$ cat src/include/ret_rot_pkg.sv
// constants and types for the return/rotate execution block
package ret_rot_pkg;
    localparam int DATA_W = 8;
    localparam int PC_W = 13;
    localparam int ADDR_W = 8;
    localparam int STACK_DEPTH = 8;
    localparam logic [7:0] ACC_RST = 8'h00;
    localparam logic ZERO_RST = 1'b0;
    localparam logic GIE_RST = 1'b0;
    localparam logic [PC_W-1:0] PC_RST = 13'h0000;
    localparam logic [PC_W-1:0] IRQ_VECTOR = 13'h0004;
    localparam int OP_W = 3;

    typedef enum logic [2:0] {
        OP_NONE,
        OP_OR_INTO_MEMORY,
        OP_RETURN,
        OP_RETURN_LOAD,
        OP_INTERRUPT_RETURN,
        OP_ROTATE_LEFT_MEMORY
    } op_t;

    typedef enum {
        ST_IDLE,
        ST_MEM_WAIT,
        ST_MEM_WRITE
    } state_t;
endpackage : ret_rot_pkg

$ cat src/hw/ret_rot_exec.sv
// executes or-into-memory, returns and rotate-left for the core
`timescale 1ns/1ps
////////////////////////////////////////////////////////////////////////////////
// How it works
// - or_into_memory writes acc OR mem byte back and updates zero.
// - a plain return pops the pc from the stack, flags untouched.
// - return-with-load pops the pc and loads the immediate into acc.
// - interrupt_return pops the pc and sets global_interrupt_enable.
// - a pending interrupt at interrupt_return is taken before resuming.
// - rotate_left_memory moves bit i to i+1 and bit 7 into bit 0.
module ret_rot_exec
    import ret_rot_pkg::*;
#(
    parameter int PCW = PC_W,
    parameter int DEPTH = STACK_DEPTH
) (
    // clock and reset
    input wire logic core_clk,
    input wire logic nrst,
    // instruction from decoder
    input wire logic op_valid,
    input wire logic [OP_W-1:0] op_code,
    input wire logic [ADDR_W-1:0] op_addr,
    input wire logic [DATA_W-1:0] op_imm,
    output logic op_ready_q,
    // subroutine call push from the core
    input wire logic call_push,
    input wire logic [PCW-1:0] call_ret_pc,
    // interrupt request, already in core_clk domain
    input wire logic irq_pending,
    // data memory, one cycle read latency
    output logic mem_rd_q,
    output logic mem_wr_q,
    output logic [ADDR_W-1:0] mem_addr_q,
    output logic [DATA_W-1:0] mem_wdata_q,
    input wire logic [DATA_W-1:0] mem_rdata,
    // architectural state
    output logic [PCW-1:0] pc_q,
    output logic pc_load_q,
    output logic [DATA_W-1:0] acc_q,
    output logic zero_q,
    output logic global_interrupt_enable_q,
    output logic irq_taken_q
);
    initial begin
        if (PCW < 4 || PCW > PC_W)
            $error("ret_rot_exec: PCW out of range");
    end

    function automatic logic [DATA_W-1:0] rot_left(
        input logic [DATA_W-1:0] v);
        rot_left = {v[DATA_W-2:0], v[DATA_W-1]};
    endfunction : rot_left

    ////////////////////////////////////////////////////////////////////////////
    logic [PCW-1:0] stack_top;
    logic push, pop;
    logic [PCW-1:0] push_data;

    ret_stack #(
        .WIDTH(PCW),
        .DEPTH(DEPTH)
    ) i_ret_stack (
        .core_clk(core_clk),
        .nrst(nrst),
        .push(push),
        .push_data(push_data),
        .pop(pop),
        .top_q(stack_top),
        .empty_q()
    );

    ////////////////////////////////////////////////////////////////////////////
    // sequencer: decode, stack pop and memory read-modify-write
    state_t state_q, state_d;
    op_t mop_q, mop_d;
    logic op_ready_d, rd_d, wr_d;
    logic [ADDR_W-1:0] addr_d;
    logic [DATA_W-1:0] wdata_d;
    logic [DATA_W-1:0] res;
    logic ret_go, load_go, iret_go, vector_go, or_done;
    op_t op;

    always_comb begin
        op = op_t'(op_code);
        state_d = state_q;
        mop_d = mop_q;
        op_ready_d = op_ready_q;
        rd_d = 1'b0;
        wr_d = 1'b0;
        addr_d = mem_addr_q;
        wdata_d = mem_wdata_q;
        push = call_push;
        push_data = call_ret_pc;
        pop = 1'b0;
        res = '0;
        ret_go = 1'b0;
        load_go = 1'b0;
        iret_go = 1'b0;
        vector_go = 1'b0;
        or_done = 1'b0;
        unique case (state_q)
            ST_IDLE: begin
                op_ready_d = 1'b1;
                if (op_valid && op_ready_q) begin
                    unique case (op)
                        OP_OR_INTO_MEMORY, OP_ROTATE_LEFT_MEMORY: begin
                            mop_d = op;
                            addr_d = op_addr;
                            rd_d = 1'b1;
                            op_ready_d = 1'b0;
                            state_d = ST_MEM_WAIT;
                        end
                        OP_RETURN: begin
                            ret_go = 1'b1;
                            pop = 1'b1;
                        end
                        OP_RETURN_LOAD: begin
                            load_go = 1'b1;
                            pop = 1'b1;
                        end
                        OP_INTERRUPT_RETURN: begin
                            iret_go = 1'b1;
                            // return address stays on stack when vectoring
                            vector_go = irq_pending;
                            pop = !irq_pending;
                        end
                        default: ;
                    endcase
                end
            end
            ST_MEM_WAIT: state_d = ST_MEM_WRITE;
            ST_MEM_WRITE: begin
                if (mop_q == OP_OR_INTO_MEMORY) begin
                    res = acc_q | mem_rdata;
                    or_done = 1'b1;
                end else begin
                    res = rot_left(mem_rdata);
                end
                wdata_d = res;
                wr_d = 1'b1;
                op_ready_d = 1'b1;
                state_d = ST_IDLE;
            end
        endcase
    end

    always_ff @(posedge core_clk or negedge nrst) begin
        if (!nrst) begin
            state_q <= ST_IDLE;
            mop_q <= OP_NONE;
            op_ready_q <= 1'b0;
            mem_rd_q <= 1'b0;
            mem_wr_q <= 1'b0;
            mem_addr_q <= '0;
            mem_wdata_q <= '0;
        end else begin
            state_q <= state_d;
            mop_q <= mop_d;
            op_ready_q <= op_ready_d;
            mem_rd_q <= rd_d;
            mem_wr_q <= wr_d;
            mem_addr_q <= addr_d;
            mem_wdata_q <= wdata_d;
        end
    end

    ////////////////////////////////////////////////////////////////////////////
    // architectural state: pc, accumulator, zero flag, interrupt enable
    logic [PCW-1:0] pc_d;
    logic pc_load_d, irq_d;
    logic [DATA_W-1:0] acc_d;
    logic zero_d, gie_d;

    always_comb begin
        pc_d = pc_q;
        pc_load_d = 1'b0;
        acc_d = acc_q;
        zero_d = zero_q;
        gie_d = global_interrupt_enable_q;
        irq_d = 1'b0;
        if (ret_go || load_go) begin
            pc_d = stack_top;
            pc_load_d = 1'b1;
        end
        if (load_go) begin
            acc_d = op_imm;
        end
        if (iret_go) begin
            pc_load_d = 1'b1;
            if (vector_go) begin
                pc_d = IRQ_VECTOR[PCW-1:0];
                gie_d = 1'b0;
                irq_d = 1'b1;
            end else begin
                pc_d = stack_top;
                gie_d = 1'b1;
            end
        end
        if (or_done) begin
            zero_d = (res == '0);
        end
    end

    always_ff @(posedge core_clk or negedge nrst) begin
        if (!nrst) begin
            pc_q <= PC_RST[PCW-1:0];
            pc_load_q <= 1'b0;
            acc_q <= ACC_RST;
            zero_q <= ZERO_RST;
            global_interrupt_enable_q <= GIE_RST;
            irq_taken_q <= 1'b0;
        end else begin
            pc_q <= pc_d;
            pc_load_q <= pc_load_d;
            acc_q <= acc_d;
            zero_q <= zero_d;
            global_interrupt_enable_q <= gie_d;
            irq_taken_q <= irq_d;
        end
    end
endmodule : ret_rot_exec

$ cat src/hw/ret_stack.sv
// return address stack with registered read data
`timescale 1ns/1ps
module ret_stack
    import ret_rot_pkg::*;
#(
    parameter int WIDTH = PC_W,
    parameter int DEPTH = STACK_DEPTH
) (
    // clock and reset
    input wire logic core_clk,
    input wire logic nrst,
    // push and pop
    input wire logic push,
    input wire logic [WIDTH-1:0] push_data,
    input wire logic pop,
    output logic [WIDTH-1:0] top_q,
    output logic empty_q
);
    localparam int PW = $clog2(DEPTH);
    initial begin
        if (DEPTH < 2 || (1 << PW) != DEPTH)
            $error("ret_stack: DEPTH must be a power of two >= 2");
    end

    logic [WIDTH-1:0] mem_q [DEPTH];
    logic [PW-1:0] ptr_q, ptr_d;
    logic [PW:0] cnt_q, cnt_d;
    logic [WIDTH-1:0] top_d;

    always_comb begin
        ptr_d = ptr_q;
        cnt_d = cnt_q;
        top_d = top_q;
        if (push) begin
            ptr_d = ptr_q + 1'b1;
            if (cnt_q != (PW+1)'(DEPTH))
                cnt_d = cnt_q + 1'b1;
            top_d = push_data;
        end else if (pop) begin
            ptr_d = ptr_q - 1'b1;
            if (cnt_q != '0)
                cnt_d = cnt_q - 1'b1;
            top_d = mem_q[ptr_q - 1'b1];
        end
    end

    always_ff @(posedge core_clk or negedge nrst) begin
        if (!nrst) begin
            ptr_q <= '0;
            cnt_q <= '0;
            top_q <= '0;
            empty_q <= 1'b1;
        end else begin
            ptr_q <= ptr_d;
            cnt_q <= cnt_d;
            top_q <= top_d;
            empty_q <= (cnt_d == '0);
        end
    end

    // storage without reset; slot ptr-1 holds the word under the top
    always_ff @(posedge core_clk) begin
        if (push)
            mem_q[ptr_q] <= top_q;
    end
endmodule : ret_stack

$ cat config.mk
export PLATFORM = sky130hd
export DESIGN_NAME = ret_rot_exec
export DESIGN_NICKNAME = d
export VERILOG_FILES = /design/src/include/ret_rot_pkg.sv /design/src/hw/ret_rot_exec.sv /design/src/hw/ret_stack.sv
export SDC_FILE = /design/constraint.sdc
export NUM_CORES = 1
export LEC_CHECK = 0
export ABC_AREA = 1
export BUFFER_PORTS_ARGS = -buffer_cell sky130_fd_sc_hd__buf_4
export CORE_MARGIN = 2
export CORE_UTILIZATION = 30
export CTS_CLUSTER_DIAMETER = 100
export DETAILED_ROUTE_END_ITERATION = 12
export PLACE_DENSITY = 0.49
export SYNTH_ARGS = -nofsm -noshare
export SYNTH_HDL_FRONTEND = slang
export SYNTH_SLANG_ARGS = --single-unit
$ cat constraint.sdc
create_clock -name core_clk -period 3.59 [get_ports core_clk]
set_input_delay 0.718 -clock core_clk [delete_from_list [all_inputs] [get_ports core_clk]]
set_output_delay 0.718 -clock core_clk [all_outputs]
set_load 0.005 [all_outputs]
==> results of run 1 <==
flip-flops by register name (all words and copies together) (netlist names):
register,cells
i_ret_stack.mem_q,104
i_ret_stack.top_q,13
pc_q,13
acc_q,8
mem_addr_q,8
mem_wdata_q,8
i_ret_stack.ptr_q,3
mop_q,3
state_q,2
global_interrupt_enable_q,1
irq_taken_q,1
mem_rd_q,1
mem_wr_q,1
op_ready_q,1
pc_load_q,1
zero_q,1
routing by layer:
metal,up-vias,GRT usage [%],wire [µm]
li1,2515,-,-
met1,2352,20.2,8280
met2,130,23.6,8120
met3,10,4.43,1390
met4,0,5.92,208
met5,-,0,0
logic make-up after synthesis:
| family | count (synthesis) |
|---|---|
| buffers and inverters | 78 |
| AO/OA/AOI/OAI | 41 |
| AND/OR/NAND/NOR | 407 |
| XOR/XNOR | 2 |
| adder cells (fa/ha/maj) | 5 |
| multiplexers | 7 |
| flip-flops | 169 |
power by group through the flow:
stage	combinational, mW	sequential (mW)	clock, mW
3_5_place_dp	2.57	3.30	0
4_1_cts	2.58	3.28	1.85
5_1_grt	2.89	3.35	1.93
3_3_place_gp	2.58	3.31	0
6_report	2.52	3.26	1.80
2_1_floorplan	1.58	3.13	0
area by class of cell:
| type | instances | area, µm² |
|---|---|---|
| well taps | 319 | 399 |
| multi-input cells | 462 | 2060 |
| clock inverters | 12 | 100 |
| flip-flops and latches | 169 | 4750 |
| inverters | 50 | 188 |
| fillers | 2361 | 14700 |
| repair buffers | 102 | 766 |
| clock buffers | 20 | 479 |
cell usage in the layout (no fill, tap or decap), drive strengths merged, types with 3 or more instances in the layout:
| master | instances |
|---|---|
| o211ai | 9 |
| edfxtp | 104 |
| dfrtp | 65 |
| nand3 | 78 |
| nand2 | 287 |
| buf | 102 |
| clkinv | 7 |
| nor2 | 37 |
| inv | 55 |
| clkbuf | 20 |
| or2 | 3 |
| mux2 | 7 |
| ha | 5 |
| a21oi | 7 |
| o21ai | 22 |
per-stage QoR:
step | instances | setup slack [ns] | power, mW | hold WS, ns | util [%]
detailed placement | 1102 | 1.04 | 5.87 | 0.461 | 34.9
CTS | 1134 | 1.06 | 7.70 | 0.429 | 37.4
floorplan | 709 | 1.30 | 4.71 | 0.422 | -
global route | 1134 | 0.957 | 8.17 | 0.457 | 37.4
global placement | 1102 | 1.01 | 5.88 | 0.457 | 34.9
finish | 1134 | 1.04 | 7.58 | 0.407 | 37.4
final timing paths:
| path | end | slack (ns) | cells past startpoint |
|---|---|---|---|
| min reg2reg | mem_addr_q[2]$_DFFE_PN0P_ | 0.47 | 2 |
| max | i_ret_stack.mem_q[5][0]$_DFFE_PP_ | 1.04 | 4 |
| max reg2reg | i_ret_stack.mem_q[5][0]$_DFFE_PP_ | 1.04 | 4 |
| max in group asynchronous | i_ret_stack.ptr_q[0]$_DFFE_PN0P_ | 2.53 | 1 |
| min | acc_q[4]$_DFFE_PN0P_ | 0.41 | 1 |
| min in group core_clk | mem_addr_q[2]$_DFFE_PN0P_ | 0.47 | 2 |
==> flow_summary.json, run 1 <==
{
  "switching_share_pct": 37.6,
  "cp_slowest_cell": "nor2_1",
  "die_y_um": 158,
  "synth_edf_count": 104,
  "ir_drop_mv": 0.425,
  "cts_sinks": 169,
  "cp.arrival_ns": 2.67,
  "finalHoldViolCount": 0,
  "syn_to_final_growth_pct": 22.6,
  "drt-pass1-iter-count": 4,
  "track_usage_pct": 15.2,
  "cpPeakStageDelay_ns": 0.76,
  "cts_tree": "yes",
  "cts-buffers-inserted": 17,
  "drive_above_1_share_pct": 18.4,
  "antenna_found_initial": 0,
  "crit_type": "flip-flop to flip-flop",
  "start_util_pct": 30.5,
  "synthMostInstantiatedCell": "nand2_1",
  "synth_top_area_share_pct": 43.8,
  "synthTopCellsByArea": "edfxtp_1 (44%), dfrtp_1 (23%), nand2_1 (15%)",
  "wl_per_cell_um": 15.9,
  "synth-xor-area-share_pct": 0.246,
  "async_flop_share_pct": 38.5,
  "synth.distinct_cells": 29,
  "synth-simple-area-share_pct": 23.2,
  "grt_max_degree": 66,
  "netlist_area_um2": 7130,
  "synth-compound-area-share_pct": 3.46,
  "maxCapViolCount": 0,
  "finalCriticalPeriod_ns": 2.55,
  "cp-end-kind": "flip-flop",
  "dpl.hpwl_um": 11800,
  "finalCritPeriodShare_pct": 71.1,
  "synthAdderAreaFrac_pct": 0.877,
  "gr-total-overflow": 0,
  "synth_area_per_cell_um2": 10.1,
  "grt_pass1_vias": 5119,
  "insertion_delay_ns": 0.42,
  "path_cells": "buf_4 > nand2_1 > nor2_1 > buf_4",
  "synth_nets": 759,
  "intPower_mw": 4.73,
  "hp-class": "input port to async pin",
  "clock_power_share_pct": 23.8,
  "crit_fanout": 64,
  "drc": 0,
  "synthFlopType": "edfxtp_1",
  "place_area_um2": 8170,
  "hold_buffers": 0,
  "h-tree-depth": 4,
  "cts-resized-gates": 0,
  "p_per_area_nw_per_um2": 867,
  "cts_root_buffer": "clkbuf_16",
  "routed_wl_um": 18000,
  "fin_area_um2": 8740,
  "vias_per_cell": 4.42,
  "synthCells": 709,
  "crit_required_ns": 3.71,
  "rr_startpoint": "i_ret_stack.ptr_q[0]$_DFFE_PN0P_",
  "clkSlewWorstSetupHoldPaths_ns": 0.07,
  "fin_nets": 852,
  "die-area_um2": 25000,
  "ant_nets": 0,
  "power.switching_mw": 2.85,
  "pwr-share-comb_pct": 33.2,
  "ys_ff_latch": 169,
  "fin_worst_skew_ns": 0.0119,
  "crit_buf_inv": 2,
  "slew_violations": 0,
  "ys_seq_area_share_pct": 66.6,
  "leakagePower_nw": 3.94,
  "max_clock_freq_ghz": 0.392,
  "die_w_um": 158,
  "outcome": "finished clean",
  "maxSlewHeadroom_pct": 38.5,
  "io_pins": 89,
  "seqPwrFrac_pct": 43.0,
  "critPathLaunchType": "flip-flop",
  "final.setup.tns_ns": 0,
  "crit_top_cell": "buf_4",
  "synth_area_leader_cell": "edfxtp_1",
  "synth_warnings": 0,
  "routabilityCongestion": 0.773,
  "critPathTopFamily": "simple AND/OR/NAND/NOR gates",
  "setup_viol": 0,
  "synth.area.mux_share_pct": 1.11,
  "rsz0062_at_grt": "no",
  "synth_top_family_by_area": "simple AND/OR/NAND/NOR gates",
  "ys_top_cells_by_count": "nand2_1 (285), edfxtp_1 (104), nand3_1 (78)",
  "drtIter0Drc": 266,
  "cts_setup_buffers": 0,
  "core-area_um2": 23400,
  "port_buffers": 88,
  "num_rows": 56,
  "max_slew.worst_pin.slew_ns": 0.919,
  "n_antenna_cell": 0,
  "vias": 5007,
  "grt_pass1_wl_um": 28600,
  "clk_path_buf_depth": 2,
  "worstSetupStartpoint": "i_ret_stack.ptr_q[0]$_DFFE_PN0P_"
}
No activity file was read; power rests on OpenSTA's default activity.
==> run 2, diff against run 1 <==
- clock period: 3.59 -> 2.7 ns (I/O delays scaled with it)
==> flow_summary.json, run 2 (synthesis gave the netlist of run 1 again) <==
{
  "outcome": "finished clean",
  "max_clock_freq_ghz": 0.497,
  "layout_commonest_cell": "nand2_1",
  "dpl.hpwl_um": 11600,
  "crit_required_ns": 3.01,
  "fin_area_um2": 8810,
  "num_rows": 56,
  "finalCriticalPeriod_ns": 2.01,
  "cp.arrival_ns": 2.32,
  "wl_per_cell_um": 15.6,
  "clk_path_buf_depth": 2,
  "post-route-util_pct": 37.6,
  "track_usage_pct": 15.3,
  "top_register": "i_ret_stack.mem_q",
  "fin_worst_skew_ns": 0.0126,
  "cts_sinks": 169,
  "antenna_found_initial": 0,
  "rsz0062_at_grt": "no",
  "crit_type": "flip-flop to flip-flop",
  "die_y_um": 158,
  "ant_nets": 0,
  "r2r_end": "i_ret_stack.top_q[0]$_DFFE_PN0P_",
  "cts_tree": "yes",
  "leakagePower_nw": 3.94,
  "reg_top3": "i_ret_stack.mem_q x104, i_ret_stack.top_q x13, pc_q x13",
  "p_per_area_nw_per_um2": 1140,
  "finalHoldViolCount": 0,
  "n_antenna_cell": 0,
  "largest_reg_flops": 104,
  "syn_to_final_growth_pct": 23.5,
  "crit_fanout": 6,
  "max_slew.worst_pin.slew_ns": 0.896,
  "place_area_um2": 8240,
  "io_pins": 89,
  "drc": 0,
  "clkSlewWorstSetupHoldPaths_ns": 0.07,
  "start_util_pct": 30.5,
  "layout_common_cells": "nand2_1 (285), buf_4 (107), edfxtp_1 (104)",
  "fin_nets": 859,
  "h-tree-depth": 4,
  "vias": 5128,
  "whs_ns": 0.244,
  "routed_wl_um": 17800,
  "cts_root_buffer": "clkbuf_16",
  "maxCapViolCount": 0,
  "slew_violations": 0,
  "core-area_um2": 23400,
  "rr_startpoint": "i_ret_stack.ptr_q[1]$_DFFE_PN0P_",
  "cts-resized-gates": 0,
  "reg2reg_slack_ns": 0.69,
  "drt-pass1-iter-count": 4,
  "routabilityCongestion": 0.832,
  "die-area_um2": 25000,
  "setup_viol": 0,
  "cts_setup_buffers": 0,
  "drtIter0Drc": 319,
  "grt_pass1_vias": 5154,
  "grt_max_degree": 66,
  "gr-total-overflow": 0,
  "drive_above_1_share_pct": 18.5,
  "insertion_delay_ns": 0.43,
  "cp-end-kind": "flip-flop",
  "maxSlewHeadroom_pct": 40.3,
  "finalCritPeriodShare_pct": 74.5,
  "die_w_um": 158,
  "vias_per_cell": 4.49,
  "final.setup.tns_ns": 0,
  "cts-buffers-inserted": 17,
  "grt_pass1_wl_um": 28600,
  "critPathLaunchType": "flip-flop",
  "port_buffers": 88,
  "reg2regPathDepth": 11,
  "hp-class": "input port to async pin",
  "hold_buffers": 0,
  "power_mw": 10.1,
  "ir_drop_mv": 0.483
}
[run 2: area by class of cell]
class	count	area (µm²)
clock buffer	21	440
clock inverter	11	123
fill	2391	14600
inverter	50	188
multi-input combinational	462	2060
sequential	169	4750
tap	319	399
timing repair buffer	109	843
[run 2: worst max path at each step]
stage	start	endpoint	cells past startpoint	slack, ns
after global routing	state_q[0]$_DFFE_PN0P_	zero_q$_DFFE_PN0P_	8	0.47
after detailed placement	call_push	i_ret_stack.ptr_q[0]$_DFFE_PN0P_	4	0.67
after CTS	i_ret_stack.ptr_q[1]$_DFFE_PN0P_	i_ret_stack.top_q[0]$_DFFE_PN0P_	11	0.68
final	i_ret_stack.ptr_q[1]$_DFFE_PN0P_	i_ret_stack.top_q[0]$_DFFE_PN0P_	11	0.69
after global placement	call_push	i_ret_stack.top_q[2]$_DFFE_PN0P_	5	0.66
after floorplan	call_push	i_ret_stack.mem_q[1][0]$_DFFE_PP_	4	0.58
[run 2: routing by layer]
layer / up-vias / wire (µm) / GRT usage (%)
li1: 2528 / - / -
met1: 2439 / 8600 / 21.6
met2: 148 / 7770 / 22.7
met3: 13 / 1200 / 4.60
met4: 0 / 205 / 4.33
met5: - / 0 / 0
[run 2: through the flow]
stage          std cells  worst slack, ns
2_1_floorplan        709            0.585
4_1_cts             1141            0.680
5_1_grt             1141            0.470
6_report            1141            0.688
3_3_place_gp        1109            0.663
3_5_place_dp        1109            0.669
[run 2: power by group]
| group | switching (mW) | total, mW | internal (mW) | leakage (nW) |
|---|---|---|---|---|
| clock network | 0.989 | 2.35 | 1.36 | 0.255 |
| logic | 2.08 | 3.39 | 1.31 | 1.93 |
| registers | 0.616 | 4.33 | 3.71 | 1.75 |
| total | 3.68 | 10.1 | 6.38 | 3.94 |
[run 2: critical path: stages (launching register included)]
cell and delay (ns):
dfrtp_1 0.38, inv_1 0.09, ha_1 0.20, inv_1 0.05, nand2_1 0.04, nand2_1 0.17, inv_1 0.12, nor2_1 0.39
buf_4 0.24, nand3_1 0.07, nand3_1 0.08, nand2_1 0.05
